### config.mk
export PLATFORM = sky130hd
export DESIGN_NAME = ams_seq
export DESIGN_NICKNAME = d
export VERILOG_FILES = /design/src/include/ams_pkg.sv /design/src/ams_seq.sv
export VERILOG_INCLUDE_DIRS = /design/src /design/src/include
export SDC_FILE = /design/constraint.sdc
export NUM_CORES = 1
export LEC_CHECK = 0
export BUFFER_PORTS_ARGS = -buffer_cell sky130_fd_sc_hd__buf_2
export CELL_PAD_IN_SITES_DETAIL_PLACEMENT = 0
export CELL_PAD_IN_SITES_GLOBAL_PLACEMENT = 1
export CORE_ASPECT_RATIO = 1.75
export CORE_MARGIN = 2
export CORE_UTILIZATION = 51
export DETAILED_ROUTE_END_ITERATION = 10
export GPL_ROUTABILITY_DRIVEN = 0
export PLACE_DENSITY_LB_ADDON = 0.1
export RECOVER_POWER = 25
export SYNTH_ARGS = -nofsm -noshare
export SYNTH_HDL_FRONTEND = slang
export SYNTH_SLANG_ARGS = --single-unit
### constraint.sdc
create_clock -name clk -period 4.3 [get_ports clk]
set_input_delay 0.43 -clock clk [delete_from_list [all_inputs] [get_ports clk]]
set_output_delay 0.43 -clock clk [all_outputs]
set_load 0.01 [all_outputs]
### src/include/ams_defs.svh
// Constants of the asynchronous memory bus sequencer
`ifndef AMS_DEFS_SVH
`define AMS_DEFS_SVH

// ----------------------------------------------------------------
// Register byte addresses
// ----------------------------------------------------------------
`define AMS_REG_CTRL 32'h00000000
`define AMS_REG_ADDR 32'h00000004
`define AMS_REG_WDATA 32'h00000008
`define AMS_REG_CMD 32'h0000000C
`define AMS_REG_RDATA 32'h00000010
`define AMS_REG_STATUS 32'h00000014

// ----------------------------------------------------------------
// Field positions
// ----------------------------------------------------------------
`define AMS_CTRL_WAIT 4:0
`define AMS_CTRL_HOLD 10:8
`define AMS_CTRL_RHC 14:12
`define AMS_CTRL_IDLE 19:16
`define AMS_CTRL_PREDICTIVE_READ_DISABLE 24
`define AMS_CTRL_ACKEN 25
`define AMS_CTRL_ASYNC 26
`define AMS_ADDR_MEM 23:0
`define AMS_ADDR_BANK 29:28
`define AMS_CMD_WRITE 0
`define AMS_ST_BUSY 0
`define AMS_ST_PEND 1
`define AMS_ST_RDONE 2
`define AMS_ST_ACKEXT 3

// ----------------------------------------------------------------
// Reset values and bus codes
// ----------------------------------------------------------------
`define AMS_CTRL_RST 32'h04000001
`define AMS_HTRANS_NONSEQ 2'h2
`define AMS_HSIZE_WORD 3'h2
`define AMS_SEL_NONE 4'hF

// ----------------------------------------------------------------
// Turnaround gaps in clock periods
// ----------------------------------------------------------------
`define AMS_RD2WR_MIN 5'h04
`define AMS_RD2RD_NOPRED 5'h03
`define AMS_WR2RD_GAP 5'h02
`define AMS_WR2WR_GAP 5'h00
// Saturates one below the top so since plus one cannot wrap
`define AMS_SINCE_MAX 5'h1E
`define AMS_LOWCNT_MAX 8'hFF

`endif

### src/include/ams_pkg.sv
// Types of the asynchronous memory bus sequencer
`include "ams_defs.svh"

package ams_pkg;

    typedef enum logic [1:0] {
        AMS_IDLE = 2'b00,
        AMS_SETUP = 2'b01,
        AMS_STROBE = 2'b10,
        AMS_HOLD = 2'b11
    } ams_state_t;

    typedef struct packed {
        logic async_en;
        logic ack_en;
        logic predictive_read_disable;
        logic [3:0] idle;
        logic [2:0] read_hold_cycles;
        logic [2:0] hold;
        logic [4:0] wait_st;
    } ams_cfg_t;

    typedef struct packed {
        logic wr;
        logic [1:0] bank;
        logic [23:0] addr;
        logic [31:0] wdata;
    } ams_req_t;

endpackage

### src/ams_seq.sv
// Asynchronous memory bus sequencer with AHB-Lite register port
`timescale 1ns/1ps
`default_nettype none
`include "ams_defs.svh"

// Notes on behaviour
// [RL1] Strobe low for programmed wait-state cycles
// [RL2] Address and select held for read hold
// [RL3] Read strobe one clock after address, select
// [RL4] Predictive same-bank read gap: hold, +1 if idle
// [RL5] Predictive other-bank read gap: hold plus idle
// [RL6] Read then write gap: hold plus max(idle,4)
// [RL7] Non-predictive same-bank read gap: hold plus 3
// [RL8] Non-predictive other-bank read: hold plus max(idle,3)
// [RL9] Idle count is idle cycles times clock
// [RL10] Write strobe and data one clock after select; the code drives data from the select clock
// [RL11] Write data valid one clock plus wait
// [RL12] Write hold keeps address, select, data driven
// [RL13] Data bus released one clock after hold
// [RL14] Write gaps: write 1+hold, read 3+hold
// [RL15] Data off two clocks before read strobe
// [RL16] Memory pulls ack low within read wait
// [RL17] Memory pulls ack low within write wait
// [RL18] Sequencing only in asynchronous access mode
// [RL19] Unused ack counts as high always
// [RL20] Low ack after wait extends strobe per clock
module ams_seq (
    // Clock and reset
    input wire logic clk,
    input wire logic rst_n,
    // AHB-Lite slave
    input wire logic hsel,
    input wire logic [31:0] haddr,
    input wire logic [1:0] htrans,
    input wire logic hwrite,
    input wire logic [2:0] hsize,
    input wire logic [31:0] hwdata,
    input wire logic hready,
    output logic [31:0] hrdata,
    output logic hreadyout,
    output logic hresp,
    // Memory pins
    output logic [23:0] mem_addr,
    output logic [3:0] bank_select_n,
    output logic mem_read_strobe_n,
    output logic mem_write_strobe_n,
    input wire logic [31:0] mem_data_in,
    output logic [31:0] mem_data_out,
    output logic mem_data_oe,
    input wire logic mem_ack_in
);

    // ----------------------------------------------------------------
    // Declarations
    // ----------------------------------------------------------------
    ams_pkg::ams_cfg_t cfg_q, cur_cfg_q;
    ams_pkg::ams_req_t pend_q, cur_q;
    ams_pkg::ams_state_t state_q, state_d;
    logic [31:0] ctrl_q, addr_reg_q, wdata_reg_q, rdata_q, hrdata_q;
    logic pend_vld_q, rdone_q, ackext_q;
    logic wr_ph_q;
    logic [31:0] wr_addr_q;
    logic [4:0] cnt_q, cnt_d, since_q, since_d, need, wait_eff, hold_n;
    logic [4:0] idle_x;
    logic start, strobe_done, hold_done, ack_low, active_d, rd_capture;
    logic ack_s1_q, ack_s2_q;
    logic [31:0] din_s1_q, din_s2_q;
    logic [23:0] mem_addr_q;
    logic [3:0] sel_n_q;
    logic rd_n_q, wr_n_q, oe_q;
    logic [31:0] dout_q;
    logic hreadyout_q, hresp_q;
    logic addr_ph, cmd_wr;
    logic [31:0] rd_mux;
    logic [7:0] low_cnt_q;
    ams_pkg::ams_req_t nx;

    // ----------------------------------------------------------------
    // AHB-Lite slave
    // ----------------------------------------------------------------
    assign addr_ph = hsel && hready && (htrans == `AMS_HTRANS_NONSEQ) &&
                     (hsize == `AMS_HSIZE_WORD);
    assign cmd_wr = wr_ph_q && (wr_addr_q == `AMS_REG_CMD);

    always_comb begin
        rd_mux = 32'h00000000;
        if (haddr == `AMS_REG_CTRL) begin
            rd_mux = ctrl_q;
        end else if (haddr == `AMS_REG_ADDR) begin
            rd_mux = addr_reg_q;
        end else if (haddr == `AMS_REG_WDATA) begin
            rd_mux = wdata_reg_q;
        end else if (haddr == `AMS_REG_RDATA) begin
            rd_mux = rdata_q;
        end else if (haddr == `AMS_REG_STATUS) begin
            rd_mux[`AMS_ST_BUSY] = (state_q != ams_pkg::AMS_IDLE);
            rd_mux[`AMS_ST_PEND] = pend_vld_q;
            rd_mux[`AMS_ST_RDONE] = rdone_q;
            rd_mux[`AMS_ST_ACKEXT] = ackext_q;
        end
    end

    // Address phase capture, read data ready for the data phase
    always_ff @(posedge clk or negedge rst_n) begin
        if (!rst_n) begin
            wr_ph_q <= 1'b0;
            wr_addr_q <= 32'h00000000;
            hrdata_q <= 32'h00000000;
            hreadyout_q <= 1'b0;
            hresp_q <= 1'b0;
        end else begin
            wr_ph_q <= addr_ph && hwrite;
            hreadyout_q <= 1'b1;
            hresp_q <= 1'b0;
            if (addr_ph) begin
                wr_addr_q <= haddr;
            end
            if (addr_ph && !hwrite) begin
                hrdata_q <= rd_mux;
            end
        end
    end

    // Writable registers
    always_ff @(posedge clk or negedge rst_n) begin
        if (!rst_n) begin
            ctrl_q <= `AMS_CTRL_RST;
            addr_reg_q <= 32'h00000000;
            wdata_reg_q <= 32'h00000000;
        end else if (wr_ph_q) begin
            if (wr_addr_q == `AMS_REG_CTRL) begin
                ctrl_q <= hwdata;
            end
            if (wr_addr_q == `AMS_REG_ADDR) begin
                addr_reg_q <= hwdata;
            end
            if (wr_addr_q == `AMS_REG_WDATA) begin
                wdata_reg_q <= hwdata;
            end
        end
    end

    always_comb begin
        cfg_q.wait_st = ctrl_q[`AMS_CTRL_WAIT];
        cfg_q.hold = ctrl_q[`AMS_CTRL_HOLD];
        cfg_q.read_hold_cycles = ctrl_q[`AMS_CTRL_RHC];
        cfg_q.idle = ctrl_q[`AMS_CTRL_IDLE];
        cfg_q.predictive_read_disable = ctrl_q[`AMS_CTRL_PREDICTIVE_READ_DISABLE];
        cfg_q.ack_en = ctrl_q[`AMS_CTRL_ACKEN];
        cfg_q.async_en = ctrl_q[`AMS_CTRL_ASYNC];
    end

    // One queued command; a command while one waits is dropped
    always_ff @(posedge clk or negedge rst_n) begin
        if (!rst_n) begin
            pend_vld_q <= 1'b0;
            pend_q <= '0;
        end else if (cmd_wr && !pend_vld_q) begin
            pend_vld_q <= 1'b1;
            pend_q.wr <= hwdata[`AMS_CMD_WRITE];
            pend_q.bank <= addr_reg_q[`AMS_ADDR_BANK];
            pend_q.addr <= addr_reg_q[`AMS_ADDR_MEM];
            pend_q.wdata <= wdata_reg_q;
        end else if (start) begin
            pend_vld_q <= 1'b0;
        end
    end

    // Sticky status; a new event wins over the clearing command
    always_ff @(posedge clk or negedge rst_n) begin
        if (!rst_n) begin
            rdone_q <= 1'b0;
            ackext_q <= 1'b0;
            rdata_q <= 32'h00000000;
        end else begin
            if (rd_capture) begin
                rdone_q <= 1'b1;
                rdata_q <= din_s2_q;
            end else if (cmd_wr) begin
                rdone_q <= 1'b0;
            end
            if (state_q == ams_pkg::AMS_STROBE && cnt_q == 5'h00 && ack_low) begin
                ackext_q <= 1'b1;
            end else if (cmd_wr) begin
                ackext_q <= 1'b0;
            end
        end
    end

    // ----------------------------------------------------------------
    // Pin synchronisers
    // ----------------------------------------------------------------
    always_ff @(posedge clk or negedge rst_n) begin
        if (!rst_n) begin
            ack_s1_q <= 1'b1;
            ack_s2_q <= 1'b1;
            din_s1_q <= 32'h00000000;
            din_s2_q <= 32'h00000000;
        end else begin
            ack_s1_q <= mem_ack_in;
            ack_s2_q <= ack_s1_q;
            din_s1_q <= mem_data_in;
            din_s2_q <= din_s1_q;
        end
    end

    assign ack_low = cur_cfg_q.ack_en && !ack_s2_q; // [RL19] [RL20]

    // ----------------------------------------------------------------
    // Turnaround gap
    // ----------------------------------------------------------------
    assign idle_x = {1'b0, cfg_q.idle}; // [RL9]

    always_comb begin
        need = `AMS_WR2WR_GAP;
        if (cur_q.wr) begin
            need = pend_q.wr ? `AMS_WR2WR_GAP : `AMS_WR2RD_GAP; // [RL14]
        end else if (pend_q.wr) begin
            need = (idle_x > `AMS_RD2WR_MIN) ? idle_x : `AMS_RD2WR_MIN; // [RL6]
        end else if (cfg_q.predictive_read_disable) begin
            if (pend_q.bank == cur_q.bank) begin
                need = `AMS_RD2RD_NOPRED; // [RL7]
            end else begin
                need = (idle_x > `AMS_RD2RD_NOPRED) ? idle_x : `AMS_RD2RD_NOPRED; // [RL8]
            end
        end else if (pend_q.bank == cur_q.bank) begin
            need = (idle_x == 5'h00) ? 5'h00 : 5'h01; // [RL4]
        end else begin
            need = idle_x; // [RL5]
        end
    end

    // ----------------------------------------------------------------
    // Access sequencer
    // ----------------------------------------------------------------
    assign wait_eff = (cur_cfg_q.wait_st == 5'h00) ? 5'h01 : cur_cfg_q.wait_st;
    assign hold_n = cur_q.wr ? {2'b00, cur_cfg_q.hold} : {2'b00, cur_cfg_q.read_hold_cycles};

    always_comb begin
        state_d = state_q;
        cnt_d = cnt_q;
        since_d = (since_q == `AMS_SINCE_MAX) ? since_q : since_q + 5'h01;
        start = 1'b0;
        strobe_done = 1'b0;
        hold_done = 1'b0;
        unique case (state_q)
            ams_pkg::AMS_IDLE: begin
                if (pend_vld_q && cfg_q.async_en && (since_q + 5'h01 >= need)) begin // [RL18]
                    state_d = ams_pkg::AMS_SETUP;
                    start = 1'b1;
                end
            end
            ams_pkg::AMS_SETUP: begin
                state_d = ams_pkg::AMS_STROBE; // [RL3] [RL10]
                cnt_d = wait_eff - 5'h01; // [RL1]
            end
            ams_pkg::AMS_STROBE: begin
                if (cnt_q != 5'h00) begin
                    cnt_d = cnt_q - 5'h01; // [RL1]
                end else if (!ack_low) begin // [RL20]
                    strobe_done = 1'b1;
                end
            end
            ams_pkg::AMS_HOLD: begin
                if (cnt_q != 5'h00) begin
                    cnt_d = cnt_q - 5'h01; // [RL2] [RL12]
                end else begin
                    hold_done = 1'b1;
                end
            end
        endcase
        if (strobe_done && hold_n != 5'h00) begin
            state_d = ams_pkg::AMS_HOLD;
            cnt_d = hold_n - 5'h01;
        end
        if ((strobe_done && hold_n == 5'h00) || hold_done) begin
            since_d = 5'h00;
            if (pend_vld_q && cfg_q.async_en && need == 5'h00) begin
                state_d = ams_pkg::AMS_SETUP;
                start = 1'b1;
            end else begin
                state_d = ams_pkg::AMS_IDLE;
            end
        end
    end

    assign rd_capture = strobe_done && !cur_q.wr;
    assign nx = start ? pend_q : cur_q;
    assign active_d = (state_d != ams_pkg::AMS_IDLE);

    always_ff @(posedge clk or negedge rst_n) begin
        if (!rst_n) begin
            state_q <= ams_pkg::AMS_IDLE;
            cnt_q <= 5'h00;
            since_q <= `AMS_SINCE_MAX;
            cur_q <= '0;
            cur_cfg_q <= '0;
        end else begin
            state_q <= state_d;
            cnt_q <= cnt_d;
            since_q <= since_d;
            if (start) begin
                cur_q <= pend_q;
                cur_cfg_q <= cfg_q;
            end
        end
    end

    // ----------------------------------------------------------------
    // Pin registers
    // ----------------------------------------------------------------
    always_ff @(posedge clk or negedge rst_n) begin
        if (!rst_n) begin
            mem_addr_q <= 24'h000000;
            sel_n_q <= `AMS_SEL_NONE;
            rd_n_q <= 1'b1;
            wr_n_q <= 1'b1;
            oe_q <= 1'b0;
            dout_q <= 32'h00000000;
        end else begin
            if (start) begin
                mem_addr_q <= pend_q.addr;
                dout_q <= pend_q.wdata; // [RL11]
            end
            sel_n_q <= active_d ? ~(4'h1 << nx.bank) : `AMS_SEL_NONE; // [RL2] [RL12]
            rd_n_q <= !((state_d == ams_pkg::AMS_STROBE) && !nx.wr); // [RL1] [RL3]
            wr_n_q <= !((state_d == ams_pkg::AMS_STROBE) && nx.wr); // [RL10]
            // One extra cycle of drive once the write hold ends
            oe_q <= (active_d && nx.wr) || (hold_done && cur_q.wr) ||
                    (strobe_done && hold_n == 5'h00 && cur_q.wr); // [RL13] [RL15]
        end
    end

    assign mem_addr = mem_addr_q;
    assign bank_select_n = sel_n_q;
    assign mem_read_strobe_n = rd_n_q;
    assign mem_write_strobe_n = wr_n_q;
    assign mem_data_out = dout_q;
    assign mem_data_oe = oe_q;
    assign hrdata = hrdata_q;
    assign hreadyout = hreadyout_q;
    assign hresp = hresp_q;

    // ----------------------------------------------------------------
    // Checks
    // ----------------------------------------------------------------
    always_ff @(posedge clk or negedge rst_n) begin
        if (!rst_n) begin
            low_cnt_q <= 8'h00;
        end else if (!rd_n_q || !wr_n_q) begin
            low_cnt_q <= (low_cnt_q == `AMS_LOWCNT_MAX) ? low_cnt_q : low_cnt_q + 8'h01;
        end else begin
            low_cnt_q <= 8'h00;
        end
    end
endmodule
`default_nettype wire

Word-level counts from Yosys, hierarchy flattened --
Cells that the tools add are included.
Storage, ports and cells: word-level logic and storage cells 155, input port bits 107, register bits 412
Cells by class: mux-type cells 43, bitwise operators 1, shifts and indexed selects 1, reductions and logical operators 52, equality and inequality tests 17, $lt $le $gt $ge 3, add/subtract/negate cells 4
Operator list (number):
- == test 32 x 4 -> 1 bit, second input constant | 3
- two-way mux 32 bit | 3
- == test 32 x 3 -> 1 bit, second input constant | 2
- == test 32 x 5 -> 1 bit, second input constant | 2
- zero test 32 bit | 2
- two-way mux 59 bit | 1
- two-way mux 5 bit | 8
- two-way mux 28 bit | 1
- two-way mux 4 bit | 7
- zero test 5 bit | 5
- logical AND 1 bit | 21
- two-way mux 1 bit | 16
- case mux 5 bit (2 select lines) | 1
- nonzero test 2 bit | 5
- nonzero test 5 bit | 2
- subtractor 5 x 1 -> 5 bit, second input constant | 2
- == test 2 bit, second input constant | 4
- two-way mux 2 bit | 4
- AND reduction 2 bit | 4
- zero test 1 bit | 7
- adder 5 x 1 -> 5 bit, second input constant | 1
- == test 5 bit, second input constant | 1
- >= comparator 5 bit | 1
- greater-than comparator 4 x 2 -> 1 bit, second input constant | 1
- other kinds (15) | 17

Depth between registers and ports, before layout --
Gate-level depths: netlist of the first run.
word-level depth 16, gate-level depth with buffers 12, gate-level depth less buffers 11

Worst setup path before layout of the first run --
OpenSTA, ideal clock, no wires.
path type reg2reg, from reg cur_q[58] in the netlist's numbering, to reg cur_cfg_q[0] in the netlist's numbering, cell stages (with the launch flop) 12, setup time 125 ps, slack 1437 ps, arrival 2738 ps, period minus slack after synthesis 2863 ps, cell sequence dfrtp_1 clkbuf_1 mux2i_1 ha_1 ha_1 a21oi_1 a211o_1 or4_1 buf_6 nand2_8 buf_12 mux2_4
On the way: word-level cells in the longest chain between the ends 7, elaborated cells on any way between the ends 13, classes of those cells 1 x order compare; 6 x mux; 6 x reduce/logical
RTL lines:
- from (decl) | RTL line ams_seq.sv:57 | ams_pkg::ams_req_t pend_q, cur_q;
- from (signal assigned) | RTL line ams_seq.sv:303 | cur_q <= pend_q;
- two-way mux 5 bit | RTL line ams_seq.sv:216 | if (cur_q.wr) begin
- >= comparator 5 bit | RTL line ams_seq.sv:248 | if (pend_vld_q && cfg_q.async_en && (since_q + 5'h01 >= need)) begin
- logical AND 1 bit | RTL line ams_seq.sv:248
- two-way mux 1 bit | RTL line ams_seq.sv:248
- two-way mux 1 bit | RTL line ams_seq.sv:246 | unique case (state_q)
- two-way mux 1 bit | RTL line ams_seq.sv:278 | if (pend_vld_q && cfg_q.async_en && need == 5'h00) begin
- two-way mux 1 bit * | RTL line ams_seq.sv:276 | if ((strobe_done && hold_n == 5'h00) || hold_done) begin
- to (signal assigned) | RTL line ams_seq.sv:304 | cur_cfg_q <= cfg_q;
- to (decl) | RTL line ams_seq.sv:56 | ams_pkg::ams_cfg_t cfg_q, cur_cfg_q;
Mark *: on every way between the ends. The rest lies on a longest branch, timed or not. A chain may end at the register's enable or synchronous reset.

Worst setup path in the final report of the first run --
from reg cur_q[56] in the netlist's numbering, to reg cur_q[16] in the netlist's numbering
On the way: word-level cells in the longest chain between the ends 11, elaborated cells on any way between the ends 14, classes of those cells 1 x order compare; 1 x eq/ne; 9 x mux; 3 x reduce/logical
RTL lines:
- == test 2 bit * | RTL line ams_seq.sv:221, ams_seq.sv:226
- two-way mux 4 bit (on tied branches) | RTL line ams_seq.sv:226, ams_seq.sv:221
- two-way mux 5 bit * | RTL line ams_seq.sv:220 | end else if (cfg_q.predictive_read_disable) begin
- two-way mux 5 bit * | RTL line ams_seq.sv:218 | end else if (pend_q.wr) begin
- two-way mux 5 bit * | RTL line ams_seq.sv:216
- >= comparator 5 bit | RTL line ams_seq.sv:248
- logical AND 1 bit | RTL line ams_seq.sv:248
- two-way mux 1 bit | RTL line ams_seq.sv:248
- two-way mux 1 bit | RTL line ams_seq.sv:246
- two-way mux 1 bit | RTL line ams_seq.sv:278
- two-way mux 1 bit * | RTL line ams_seq.sv:276
Marks and branches as above.

==> summary.txt, run 1 <==
ratio of cells with drive above 1 in the final layout = 37.7%
WL final = 40,700 um
DIE HEIGHT = 246 um
Overflow after GRT = 0
Crit Path Category = reg -> reg
first-pass GRT wire length = 63,200 um
final hold vios = 0
WL/cell = 21.7 um
PnR worst setup slack = 0.536 ns
Reg clk slew, reported paths = 0.07 ns
status = finished with violations
Arr. time, crit path = 4.17 ns
remaining antenna violation count = 0
CTS buffer count = 38
worst slew pin tran = 2.51 ns
Seq/Total Area, Yosys = 60.7%
setup tns final = 0 ns
hold_ws = 0.0410 ns
Clock Latency Late Sink = 0.54 ns
Fillers = 2,663
Mapped Area = 17,000 sq um
initial core utilization = 51.7%
CTS max path bufs = 3
leakage = 0.00957 uW
CP cell instances = xnor2_1 > a21oi_1 > a41o_1 > nor2_1 > ha_1 > nand2_1 > o21ai_0 > a211oi_1 > or2_2 > nand2_8 > mux2_4
CTS tree = built
Worst Setup End Kind = register
Syn. warnings = 0
Slowest-stage cell, CP = mux2_4
Hold/Removal Path Class = in -> reg
Die Span X = 142 um
DR pass1 iterations = 6
drt first-iter violations = 619
Vias = 10,379
die footprint = 34,900 sq um
post-CTS setup buffer count = 0
ys flop type = dfrtp_1
WP buf/inv = 0
Root Driver = clkbuf_16
most frequent cells in the layout = dfrtp_1, mux2_2, buf_2
Core Rows = 88
Clock Skew = 0.0254 ns
maxcap violations = 2
PostCTS Resize Cnt = 0
H-tree Lvls = 2
final setup fails = 0
final net count = 1,555
CP delay by family, top = simple AND/OR/NAND/NOR gates
vias in the first global route = 11,036
IO buf count = 202
Reg area = 10,300 sq um
DRC Markers = 0
Tmin final = 3.76 ns
area grow syn2layout = 15.8%
Tcrit/Tclk final = 87.5%
failing checks = capacitance limit, slew limit
FMAX = 0.266 GHz
Post-Syn Nets = 1,375
largest net degree at the start of global routing = 123
initial antenna violation count = 2
Max Slew Vio Count = 136
Post-synth EDFFs = 0
Gate Count Post-Synth = 1,259
FFs w/ async S/R, synth = 100%
slowest cell delay on critical path = 0.50 ns
CP required = 4.70 ns
DPL Wire Length = 28,100 um
total power = 9200 uW
Yosys cell types = 57
CTS Sinks = 412
relative slew slack = -67.2%
Seq cells post-synth = 412
maximum VDD drop = 380 uV
core area = 32,900 sq um
worst-path fanout max = 70
io pins = 204
GRT Total Usage = 23.9%
RSZ-0062 raised after global routing = false
commonest non-fill, non-tap cell in the layout = dfrtp_1
footprint of the multi-input gates = 5820 sq um
DR vias/cell = 5.54
post-route core utilization = 59.8%
Avg Cell Area, Syn = 13.5 sq um
nature of the critical path startpoint = register
PwrDens = 467 nW/um^2
Place WS = 0.558 ns
==> through the flow <==
step           area (sq um)  cells
2_1_floorplan         17000   1259
3_3_place_gp          18100   1776
3_5_place_dp          18100   1776
4_1_cts               19800   1873
5_1_grt               19700   1873
6_report              19700   1874
==> per-layer routing <==
| layer | part of all wire [%] | up-vias | global-route usage, % |
|---|---|---|---|
| met4 | 3.6 | 2 | 9.29 |
| li1 | - | 4751 | - |
| met5 | 0.032 | - | 0 |
| met3 | 4.1 | 82 | 3.33 |
| met2 | 54 | 271 | 44.0 |
| met1 | 38 | 5273 | 27.9 |
==> cells in the mapped netlist (11+ instances only) <==
library cell / n / area share, %
dfstp_2: 14 / 2.2
nand2_1: 134 / 3.0
nor4_1: 18 / 0.66
dfrtp_1: 398 / 59
o2111ai_1: 23 / 1.2
a21oi_1: 22 / 0.65
mux2_4: 70 / 6.2
a222oi_1: 19 / 1.1
mux2i_1: 11 / 0.65
inv_1: 32 / 0.71
clkbuf_1: 49 / 1.1
nor2_1: 42 / 0.93
o21ai_0: 50 / 1.5
mux2_2: 194 / 13
buf_4: 57 / 2.5
==> timing repair <==
action,4_1_cts,5_1_grt
endpoints found under the hold margin,125,0
setup endpoints to repair,0,0
hold buffers,28,0
==> logic make-up after synthesis <==
kind of cell	Yosys count	share of synthesized area, %
simple gates	243	6.63
fa+ha+maj	9	0.662
mux	275	19.7
buf+inv	152	5.35
flops	412	60.7
compound gates	156	6.39
other cells	2	0.0442
xor+xnor	10	0.515
==> flip-flops by register name, summed over array words and instances, names as in the netlist, 12 cells and up <==
name	count
pend_q	59
cur_q	35
addr_reg_q	32
ctrl_q	32
din_s1_q	32
din_s2_q	32
hrdata	32
rdata_q	32
wdata_reg_q	32
wr_addr_q	32
mem_addr	24
cur_cfg_q	12
==> power by group <==
| group | switching [uW] | internal (uW) |
|---|---|---|
| sequential | 209 | 4210 |
| combinational | 553 | 495 |
| clock | 1480 | 2260 |
==> layout make-up <==
class / count / share of cell area [%]
inverters: 33 / 0.629
diodes: 1 / 0.0127
clock inverters: 19 / 1.46
repair buffers: 259 / 7.66
multi-input cells: 695 / 29.6
well taps: 405 / 2.57
clock buffers: 50 / 5.67
flip-flops and latches: 412 / 52.4
==> path summary, 6_finish.rpt <==
| kind | from | end | slack, ns | cells after the start |
|---|---|---|---|---|
| worst max-delay path | cur_q[56]$_DFF_PN0_ | cur_q[16]$_DFFE_PN0P_ | 0.54 | 11 |
| worst min-delay path | mem_data_in[14] | din_s1_q[14]$_DFF_PN0_ | 0.04 | 1 |
| worst max register to register | cur_q[56]$_DFF_PN0_ | cur_q[16]$_DFFE_PN0P_ | 0.54 | 11 |
| worst min register to register | din_s1_q[7]$_DFF_PN0_ | din_s2_q[7]$_DFF_PN0_ | 0.35 | 0 |
| max in group asynchronous | rst_n | addr_reg_q[13]$_DFFE_PN0P_ | 1.45 | 3 |
| min in group asynchronous | rst_n | cur_q[28]$_DFFE_PN0P_ | 1.19 | 2 |
(Power assumes the default switching activity.)
==> run 2, diff against run 1 <==
==> constraint.sdc (replaced) <==
create_clock -name clk -period 4.5 [get_ports clk]
set_input_delay 0.45 -clock clk [delete_from_list [all_inputs] [get_ports clk]]
set_output_delay 0.45 -clock clk [all_outputs]
set_load 0.01 [all_outputs]
==> run 2 against run 1 <==
  * The run still ends with capacitance limit, slew limit left
  * Largest cell class unchanged
  * Clock skew grew 0.0034 ns
  * Critical path type unchanged
  * Largest power group unchanged
  * Global-route usage is essentially flat
  * Maximum frequency grew 0.74%
  * Via count shrank 0.13%
  * Highest routed layer unchanged
  * Design area grew 0.19%
  * Sequential share of layout area shrank 0.10 points
==> summary.txt, run 2 (synthesis gave the netlist of run 1 again) <==
status = finished with violations
failing checks = capacitance limit, slew limit
maxcap violations = 2
Core Rows = 88
ratio of cells with drive above 1 in the final layout = 37.5%
Die Span X = 142 um
area post-placement = 18,000 sq um
Slowest-stage cell, CP = nand2_8
hold_ws = 0.0242 ns
FF-to-FF path depth = 11
CTS tree = built
total power = 9090 uW
Arr. time, crit path = 4.14 ns
GRT Total Usage = 23.9%
H-tree Lvls = 2
Max Slew Vio Count = 138
WL/cell = 21.8 um
nature of the critical path startpoint = register
relative slew slack = -77.8%
remaining antenna violation count = 0
largest net degree at the start of global routing = 105
CP cell instances = xnor2_1 > a21oi_1 > a41o_1 > nor2_1 > ha_1 > nand2_1 > o21ai_0 > a211oi_1 > or2_2 > nand2_8 > mux2_4
WL final = 40,700 um
die footprint = 34,900 sq um
CTS Sinks = 412
DRC Markers = 0
final hold vios = 0
core area = 32,900 sq um
area grow syn2layout = 16.0%
post-route core utilization = 59.9%
PostCTS Resize Cnt = 0
io pins = 204
worst-path fanout max = 70
# hold bufs at CTS = 22
Tmin final = 3.74 ns
drt first-iter violations = 518
Clock Latency Late Sink = 0.55 ns
initial core utilization = 51.7%
vias in the first global route = 10,874
DIE HEIGHT = 246 um
Largest regs = pend_q x59, cur_q x35
DR vias/cell = 5.56
Tcrit/Tclk final = 83.0%
Worst Setup End Kind = register
hold path depth = 1
FMAX = 0.268 GHz
Final Cell Area = 19,700 sq um
Reg clk slew, reported paths = 0.07 ns
worst slew pin tran = 2.67 ns
RSZ-0062 raised after global routing = false
final setup fails = 0
Clock Skew = 0.0288 ns
Overflow after GRT = 0
CTS buffer count = 39
final net count = 1,546
setup tns final = 0 ns
DPL Wire Length = 28,000 um
slowest cell delay on critical path = 0.53 ns
Hold/Removal Path Class = in -> reg
post-CTS setup buffer count = 0
IO buf count = 202
first-pass GRT wire length = 63,100 um
leakage = 0.00959 uW
PwrDens = 461 nW/um^2
most frequent cells in the layout = dfrtp_1, mux2_2, buf_2
Vias = 10,366
CTS max path bufs = 3
Largest Register = pend_q
Root Driver = clkbuf_16
DR pass1 iterations = 5
initial antenna violation count = 2
commonest non-fill, non-tap cell in the layout = dfrtp_1
maximum VDD drop = 378 uV
Crit Path Category = reg -> reg
Largest register FFs = 59
CP required = 4.90 ns
[run 2: cell count changes in the layout (fill, tap and decap cells not counted)]
cell           change
clkbuf_8           -4
clkbuf_1           +4
bufinv_16          +5
dlygate4sd3_1      -6
clkinv_4           +1
clkinvlp_4         -3
buf_4              -4
clkinv_2           -2
clkbuf_16          +2
inv_6              -1
[run 2: final timing paths]
path                            slack, ns                     endpoint              startpoint
worst max-delay path                 0.76     mem_addr[15]$_DFFE_PN0P_     cur_q[56]$_DFF_PN0_
max in group asynchronous            1.65       pend_q[41]$_DFFE_PN0P_                   rst_n
worst min-delay path                 0.02       din_s1_q[20]$_DFF_PN0_         mem_data_in[20]
min in group asynchronous            1.27  wdata_reg_q[22]$_DFFE_PN0P_                   rst_n
worst max register to register       0.76     mem_addr[15]$_DFFE_PN0P_     cur_q[56]$_DFF_PN0_
worst min register to register       0.34       din_s2_q[11]$_DFF_PN0_  din_s1_q[11]$_DFF_PN0_
[run 2: layout make-up]
| class | count | area (sq um) |
|---|---|---|
| Inverter | 33 | 124 |
| Timing Repair Buffer | 249 | 1420 |
| Clock buffer | 52 | 1130 |
| Clock inverter | 19 | 405 |
| Antenna cell | 1 | 2.50 |
| Fill cell | 2698 | 13200 |
| Multi-Input combinational cell | 695 | 5820 |
| Sequential cell | 412 | 10300 |
| Tap cell | 405 | 507 |
[run 2: critical path, delay by kind of cell, from the launching register on]
kind / cells / cell delay (ns)
xor gates and xnor gates: 1 / 0.48
and+or+nand+nor: 4 / 1.04
adders and majority gates: 1 / 0.24
DFF: 1 / 0.43
muxes: 1 / 0.49
AOI/OAI and AO/OA: 4 / 0.88
[run 2: through the flow]
stage          std cells  setup slack [ns]
3_3_place_gp        1772             0.790
5_1_grt             1865             0.460
6_report            1866             0.764
2_1_floorplan       1259              1.64
4_1_cts             1865             0.736
3_5_place_dp        1772             0.758
[run 2: power by group]
part           total [uW]  leakage, uW  switching [uW]  internal [uW]
Clock                3880     0.000748            1420           2460
Combinational         993      0.00351             523            471
Sequential           4220      0.00533             198           4020
[run 2: layer usage]
layer	up-vias	track usage [%]	wire, um
met5	-	0	13
met4	2	11.7	1970
met2	277	42.3	21300
li1	4751	-	-
met1	5245	28.1	15600
met3	91	4.01	1830
